**config.mk**
```make
export PLATFORM = sky130hd
export DESIGN_NAME = mhbp_host
export DESIGN_NICKNAME = d
export VERILOG_FILES = /design/src/rtl/mhbp_host.v /design/src/rtl/mhbp_tick.v
export VERILOG_INCLUDE_DIRS = /design/src /design/src/rtl
export SDC_FILE = /design/constraint.sdc
export NUM_CORES = 1
export LEC_CHECK = 0
export BUFFER_PORTS_ARGS = -buffer_cell sky130_fd_sc_hd__buf_2
export CORE_ASPECT_RATIO = 0.5
export CORE_MARGIN = 4
export CORE_UTILIZATION = 46
export DETAILED_ROUTE_END_ITERATION = 8
export GPL_TIMING_DRIVEN = 0
export HOLD_SLACK_MARGIN = 0.05
export PLACE_DENSITY = 0.75
export SYNTH_ARGS = -nofsm -noshare
export SYNTH_HDL_FRONTEND = slang
export SYNTH_SLANG_ARGS = --single-unit
```
**constraint.sdc**
```tcl
create_clock -name ref_clk -period 1.95 [get_ports ref_clk]
set_input_delay 0.0975 -clock ref_clk [delete_from_list [all_inputs] [get_ports ref_clk]]
set_output_delay 0.0975 -clock ref_clk [all_outputs]
set_load 0.005 [all_outputs]
```
**src/rtl/mhbp_consts.vh**
```
// Purpose: Shared constants for the multiplexed host bus port controller.
// Assumes: 25 MHz ref_clk; device registers reached over an 8-bit muxed bus.
// Notes: Timing figures are in ns; cycle counts derive from them.
`ifndef MHBP_CONSTS_VH
`define MHBP_CONSTS_VH
`define MHBP_CLK_NS 40
`define MHBP_PHASE_NS 80
`define MHBP_PHASE_CYC ((`MHBP_PHASE_NS + `MHBP_CLK_NS - 1) / `MHBP_CLK_NS)
`define MHBP_CNT_W 4
`define MHBP_STYLE_SPLIT 1'b0
`define MHBP_STYLE_DSTRB 1'b1
`define MHBP_PSR_ADDR 8'h00
`define MHBP_ICR_ADDR 8'h01
`define MHBP_BIT_NO_SIGNAL 0
`define MHBP_BIT_ALL_ONES 1
`define MHBP_BIT_TEST_PAT 2
`define MHBP_BIT_DRV_SHORT 3
`define MHBP_BIT_DRV_OPEN 4
`define MHBP_BIT_ES_OVR 5
`define MHBP_BIT_ES_UNF 6
`endif

```
**src/rtl/mhbp_host.v**
```verilog
// Purpose: Host controller driving the transceiver's multiplexed parallel port.
// Assumes: Split-strobe or data-strobe style selected by bus_style; 25 MHz clock.
// Notes: One access at a time; irq_n from the device is synchronised first.
//        PHASE_CYC may not exceed 16, the reach of the phase counter.
`timescale 1ns/1ps
`include "mhbp_consts.vh"

// Function
// Split style: host pulls read strobe low to read a register.
// Data-strobe style: strobe low while data on bus; valid at rising edge.
// Split style: host pulls write strobe low to write a register.
// Data-strobe style: direction high means read, low means write.
// Host holds chip select low for the whole access.
// Chip select picks one of several transceivers; only it responds.
// Device asserts interrupt when status bits change state.
// Device asserts interrupt on elastic store overflow or underflow.
// Host reads performance status register to identify interrupt source.
// Writing one to clear register bit clears and masks that interrupt.
// Writing zero to clear register bit re-enables that interrupt.
// Interrupt is open drain, pulled low only when asserted.
// Address and data share eight bidirectional bus lines.
// Host drives address latch or strobe to mark the address phase.
// A floating address latch/strobe input tristates all device outputs. The device model gates only its bus drive (boe); irq_n stays driven.
// All device control goes through the 8-bit processor port.
// Device captures address at end of address strobe phase.
// Device drives bus only during a selected read data phase.
module mhbp_host #(
    parameter NDEV = 1,
    parameter PHASE_CYC = `MHBP_PHASE_CYC
) (
    input wire ref_clk,
    input wire rst_n,
    input wire bus_style,
    input wire req_valid,
    output wire req_ready,
    input wire req_write,
    input wire [7:0] req_addr,
    input wire [7:0] req_wdata,
    input wire [NDEV-1:0] req_sel,
    output wire [7:0] rsp_rdata,
    output wire rsp_valid,
    input wire irq_clr_valid,
    input wire [7:0] irq_clr_mask,
    output wire irq_pending,
    output wire [NDEV-1:0] cs_n,
    output wire ale,
    output wire rd_n,
    output wire wr_n,
    output wire [7:0] mux_bus_out,
    output wire mux_bus_oe,
    input wire [7:0] mux_bus_in,
    input wire irq_n
);
    localparam ST_IDLE = 5'h01;
    localparam ST_ADDR = 5'h02;
    localparam ST_GAP = 5'h04;
    localparam ST_DATA = 5'h08;
    localparam ST_END = 5'h10;

    reg [4:0] state_r;
    reg [4:0] state_nxt;
    reg [7:0] wdata_r;
    reg write_r;
    reg style_r;
    reg [NDEV-1:0] sel_r;
    reg irq_s1_r;
    reg irq_s2_r;
    reg [7:0] rd_samp_r;
    reg [7:0] rsp_rdata_r;
    reg rsp_valid_r;
    reg [7:0] bus_out_r;
    reg [7:0] bus_out_nxt;
    wire last_tick;
    genvar gi;
    wire tick;
    wire busy;
    wire take;
    wire clr_take;

    // One phase counter paces every bus phase. It is cleared while the port is
    // idle, so the first phase of an access is never cut short by a stale count.
    mhbp_tick #(
        .DIV(PHASE_CYC)
    ) u_tick (
        .ref_clk(ref_clk),
        .rst_n(rst_n),
        .run(busy),
        .tick(tick)
    );

    assign busy = (state_r != ST_IDLE);
    assign req_ready = !busy;
    // A clear-register write request takes precedence over a plain request.
    assign clr_take = !busy && irq_clr_valid;
    assign take = !busy && req_valid && !irq_clr_valid;

    always @* begin
        state_nxt = state_r;
        case (state_r)
            ST_IDLE: if (take || clr_take) state_nxt = ST_ADDR;
            ST_ADDR: if (tick) state_nxt = ST_GAP;
            ST_GAP: if (tick) state_nxt = ST_DATA;
            ST_DATA: if (tick) state_nxt = ST_END;
            ST_END: if (tick) state_nxt = ST_IDLE;
            default: state_nxt = ST_IDLE;
        endcase
    end

    always @(posedge ref_clk or negedge rst_n) begin
        if (!rst_n) begin
            state_r <= ST_IDLE;
            wdata_r <= 8'h00;
            write_r <= 1'b0;
            style_r <= `MHBP_STYLE_SPLIT;
            sel_r <= {NDEV{1'b0}};
        end else begin
            state_r <= state_nxt;
            // Style and select are latched at take, so a change on either input
            // cannot bend an access that is already under way.
            if (clr_take) begin
                wdata_r <= irq_clr_mask;
                write_r <= 1'b1;
                style_r <= bus_style;
                sel_r <= req_sel;
            end else if (take) begin
                wdata_r <= req_wdata;
                write_r <= req_write;
                style_r <= bus_style;
                sel_r <= req_sel;
            end
        end
    end

    // Read data is taken in the last cycle of the strobe rather than at its
    // rising edge: the device may let go of the bus as the strobe rises.
    always @(posedge ref_clk or negedge rst_n) begin
        if (!rst_n) begin
            rd_samp_r <= 8'h00;
        end else if (state_r == ST_DATA && tick && !write_r) begin
            rd_samp_r <= mux_bus_in;
        end
    end

    assign last_tick = (state_r == ST_END) && tick;

    always @(posedge ref_clk or negedge rst_n) begin
        if (!rst_n) begin
            rsp_valid_r <= 1'b0;
            rsp_rdata_r <= 8'h00;
        end else begin
            rsp_valid_r <= last_tick;
            if (last_tick) begin
                // Writes answer with zero so a stale read byte never leaks out.
                rsp_rdata_r <= write_r ? 8'h00 : rd_samp_r;
            end
        end
    end

    assign rsp_valid = rsp_valid_r;
    assign rsp_rdata = rsp_rdata_r;

    // The device interrupt is an asynchronous pin: two flops before any use.
    always @(posedge ref_clk or negedge rst_n) begin
        if (!rst_n) begin
            irq_s1_r <= 1'b0;
            irq_s2_r <= 1'b0;
        end else begin
            irq_s1_r <= ~irq_n;
            irq_s2_r <= irq_s1_r;
        end
    end

    // Address and write data come from a flop, so the shared bus never shows a
    // combinational glitch while the host drives it.
    always @* begin
        bus_out_nxt = bus_out_r;
        if (clr_take) begin
            bus_out_nxt = `MHBP_ICR_ADDR;
        end else if (take) begin
            bus_out_nxt = req_addr;
        end else if (state_r == ST_ADDR && tick) begin
            bus_out_nxt = wdata_r;
        end
    end

    always @(posedge ref_clk or negedge rst_n) begin
        if (!rst_n) begin
            bus_out_r <= 8'h00;
        end else begin
            bus_out_r <= bus_out_nxt;
        end
    end

    // Chip select stays low from address phase through end of access. Only the
    // transceiver picked at take time is selected, so the others keep their
    // bus pins released throughout.
    generate
        for (gi = 0; gi < NDEV; gi = gi + 1) begin : g_cs
            assign cs_n[gi] = !(busy && sel_r[gi]);
        end
    endgenerate
    // Address marker: high during address phase in both styles; the device
    // latches on its falling edge.
    assign ale = (state_r == ST_ADDR);
    // Split style: rd_n and wr_n are strobes. Data-strobe style: rd_n is the
    // data strobe and wr_n carries direction (high read, low write).
    assign rd_n = (style_r == `MHBP_STYLE_SPLIT) ?
        !((state_r == ST_DATA) && !write_r) :
        !(state_r == ST_DATA);
    assign wr_n = (style_r == `MHBP_STYLE_SPLIT) ?
        !((state_r == ST_DATA) && write_r) :
        (busy ? !write_r : 1'b1);
    // Host drives the shared bus for the address and for write data only,
    // so it never fights the device in a read data phase.
    assign mux_bus_out = bus_out_r;
    assign mux_bus_oe = (state_r == ST_ADDR) ||
        (write_r && (state_r == ST_GAP || state_r == ST_DATA || state_r == ST_END));
    // Pending follows the line two cycles late; the host must still read the
    // status register to learn which event raised it.
    assign irq_pending = irq_s2_r;
endmodule

```
**src/rtl/mhbp_tick.v**
```verilog
// Purpose: Enable pulse divider setting the pace of bus phases.
// Assumes: One clock; rst_n asynchronous active low.
// Notes: tick pulses one cycle every DIV cycles.
`timescale 1ns/1ps
`include "mhbp_consts.vh"
module mhbp_tick #(
    parameter DIV = 2
) (
    input wire ref_clk,
    input wire rst_n,
    input wire run,
    output wire tick
);
    reg [`MHBP_CNT_W-1:0] cnt_r;
    wire [`MHBP_CNT_W-1:0] cnt_nxt;

    localparam integer LAST_I = DIV - 1;
    localparam [`MHBP_CNT_W-1:0] LAST = LAST_I[`MHBP_CNT_W-1:0];

    // Counter restarts while idle so every phase gets its full length.
    assign tick = run && (cnt_r == LAST);
    assign cnt_nxt = (!run || tick) ? {`MHBP_CNT_W{1'b0}} : cnt_r + 1'b1;

    always @(posedge ref_clk or negedge rst_n) begin
        if (!rst_n) begin
            cnt_r <= {`MHBP_CNT_W{1'b0}};
        end else begin
            cnt_r <= cnt_nxt;
        end
    end
endmodule

```
==> flow_summary.json <==
{
  "ant_nets": 0,
  "cts_max_level": 2,
  "clockBufferDepth": 2,
  "synth_top_area_cell": "dfrtp_1",
  "cp-end-kind": "flop",
  "ys_ff_latch": 47,
  "syn_area_um2": 2210,
  "grt_setup_unrepaired": "yes",
  "place_inst": 327,
  "die_h_um": 57.0,
  "drt_iter0_drc": 75,
  "period_minus_slack_ps": 2020,
  "final-setup-viol-count": 8,
  "synth_area_leaders": "dfrtp_1 (52%), mux2_2 (5.6%), mux2_4 (5.4%), nand2_1 (5.4%), mux2i_1 (4.5%)",
  "row_count": 17,
  "mostFrequentLayoutCell": "buf_2",
  "holdPathStages": 3,
  "p_leak_nw": 1.53,
  "core-area_um2": 4510,
  "clkLatencyLatePin_ps": 290,
  "synthFlopType": "dfrtp_1",
  "crit_path_cell_trace": "ha_2 -> or3b_4 -> or4_4 -> buf_12 -> mux2_4",
  "syn_nets": 240,
  "die-area_um2": 6050,
  "start_util_pct": 49.1,
  "cts_buffers": 5,
  "rrSetupSlack_ps": -70,
  "track_usage_pct": 18.0,
  "fin_cells": 353,
  "seq_area_frac_synth_pct": 53.2,
  "post-place-ws_ps": -370,
  "viasPerCell": 4.96,
  "ys_types": 39,
  "grt_pass1_vias": 1780,
  "criticalPathCategory": "reg2reg",
  "drtPass1Iterations": 4,
  "arrival_ps": 2210,
  "grt_overflow": 0,
  "drc": 0,
  "period_share_pct": 104,
  "whs_ps": 90.4,
  "max_stage_delay_ps": 450,
  "required_ps": 2130,
  "grt_pass1_wl_mm": 8.55,
  "ys.warnings.count": 0,
  "port_buffers": 63,
  "async_reset_ff_share_pct": 100,
  "finClkSkew_ps": 5.85,
  "r2r-end": "rd_samp_r[0]",
  "max_cap_viol_count": 0,
  "worstHoldStart": "irq_clr_mask[3]",
  "filler_cell_count": 359,
  "hold_class": "in2reg",
  "dieWidth_um": 106,
  "violations": "negative setup slack",
  "syn_inst": 198,
  "synth_top_area_share_pct": 52.0,
  "path_clk_slew_ps": 90,
  "fin_nets": 328,
  "reg2reg_depth": 5,
  "slew_viol_final": 0,
  "root_buffer": "clkbuf_8",
  "p_per_area_nw_per_um2": 1280,
  "routedWlPerCell_um": 14.7,
  "peakVddDrop_mv": 0.596,
  "final_cell_mix": "buf_2 (64), dfrtp_1 (46), nand2_1 (31)",
  "routabilityCongestion": 0.889,
  "drt_wl_total_mm": 5.18,
  "worstPathMaxFanout": 8,
  "synth_edf_count": 0,
  "dp_hpwl_mm": 3.52,
  "setup_ws_ps": -73.0,
  "min_to": "wdata_r[3]",
  "regArea_um2": 1180,
  "antenna_found_initial": 0,
  "tightest_slew_ps": 1040,
  "cts_tree": "done",
  "clock_sinks": 47,
  "status": "finished, violations left",
  "start_kind": "flop",
  "diodes": 0,
  "multi_input_area_um2": 967,
  "drive_above_1_share_pct": 40.8,
  "slew_headroom_pct": 30.9,
  "hold_violations": 0,
  "area_delta_synth_final_pct": 34.3,
  "fmax_mhz": 494,
  "synth_area_per_cell_um2": 11.2,
  "vias": 1751,
  "grt_max_degree": 48,
  "cp_slowest_cell": "or4_4",
  "rr_startpoint": "u_tick.cnt_r[0]",
  "ios": 64
}
[sequential cells by signal, indices dropped and copies added, names as in the netlist]
name,flops
wdata_r,8
mux_bus_out,8
irq_pending,1
sel_r,1
state_r,5
rsp_valid,1
write_r,1
irq_s1_r,1
u_tick.cnt_r,4
rd_samp_r,8
style_r,1
rsp_rdata,8
[layout make-up]
cell class	instances	area share, %
plain buffers	9	2.86
clock buffers	6	2.78
clock inverters	2	1.18
inverters	8	1.01
multi-input cells	132	32.5
flip-flops and latches	47	39.6
well taps	66	2.78
repair buffers	83	17.2
[layer usage]
layer,part of all wire [%],GRT usage [%],vias to the layer above
li1,-,-,862
met1,46,23.2,843
met2,49,31.1,44
met3,4.4,4.63,2
met4,0.66,4.43,0
met5,0,0,-
[power breakdown]
group	internal, W	switching (W)	total [W]
sequential	0.00125	0.000183	0.00143
combinational	0.000855	0.000783	0.00164
clock	0.000415	0.000320	0.000735
total	0.00252	0.00128	0.00380
[through the flow]
step                total power [W]  area (um^2)  utilization, %  TNS (ps)
global placement            0.00283         2620            58.2     -6890
CTS                         0.00377         2930            65.0     -1030
global route                0.00409         2970            65.9     -1170
floorplan                   0.00245         2230               -      -650
finish                      0.00380         2970            65.9      -563
detailed placement          0.00290         2620            58.2     -8190
[Yosys cell counts (2+ instances only)]
library cell / count
a21oi_1: 3
clkbuf_1: 4
a22o_1: 7
buf_6: 2
mux2_4: 8
xor2_1: 2
dfrtp_1: 46
nand3_1: 4
nor3_1: 4
buf_2: 5
inv_1: 7
o21ai_0: 19
ha_1: 2
mux2i_1: 10
mux2_2: 11
nand2_1: 32
nor2b_1: 4
o211ai_1: 3
nor2_1: 5
[kinds of logic after synthesis]
logic type               count (synthesis)  share of synthesized area (%)
AND/OR/NAND/NOR                         61                           13.5
multiplexers                            29                           15.6
flip-flops                              47                           53.2
adder cells (fa/ha/maj)                  2                           1.13
AO/OA/AOI/OAI                           37                           11.2
XOR/XNOR                                 3                           1.19
buffers and inverters                   19                           4.19
[worst max-delay path by stage]
stage | from | to | slack, ps | cells past startpoint
after global placement | u_tick.cnt_r[1] | rsp_rdata[1] | -310 | 7
after detailed placement | u_tick.cnt_r[1] | rsp_rdata[7] | -370 | 7
after floorplan | u_tick.cnt_r[1] | rd_samp_r[0] | -80 | 7
after global routing | u_tick.cnt_r[1] | rd_samp_r[0] | -130 | 6
final | u_tick.cnt_r[0] | rd_samp_r[0] | -70 | 5
after CTS | u_tick.cnt_r[1] | rd_samp_r[0] | -130 | 7
[critical path: cells and delay by family, from the launching register on]
kind | cells | cell delay (ps)
flip-flops | 1 | 410
buffers and inverters | 1 | 170
AND/OR/NAND/NOR | 2 | 850
adder cells (fa/ha/maj) | 1 | 190
multiplexers | 1 | 290
[repair_timing]
action | 4_1_cts | 5_1_grt
pin swaps | 3 | 3
hold endpoints to repair | 58 | 0
endpoints found under the setup margin | 37 | 32
gates cloned | 0 | 1
hold buffers | 13 | 0
gates resized for setup | 2 | 21
buffers inserted | 5 | 1
Note: power is estimated with default switching activity, not from simulation.
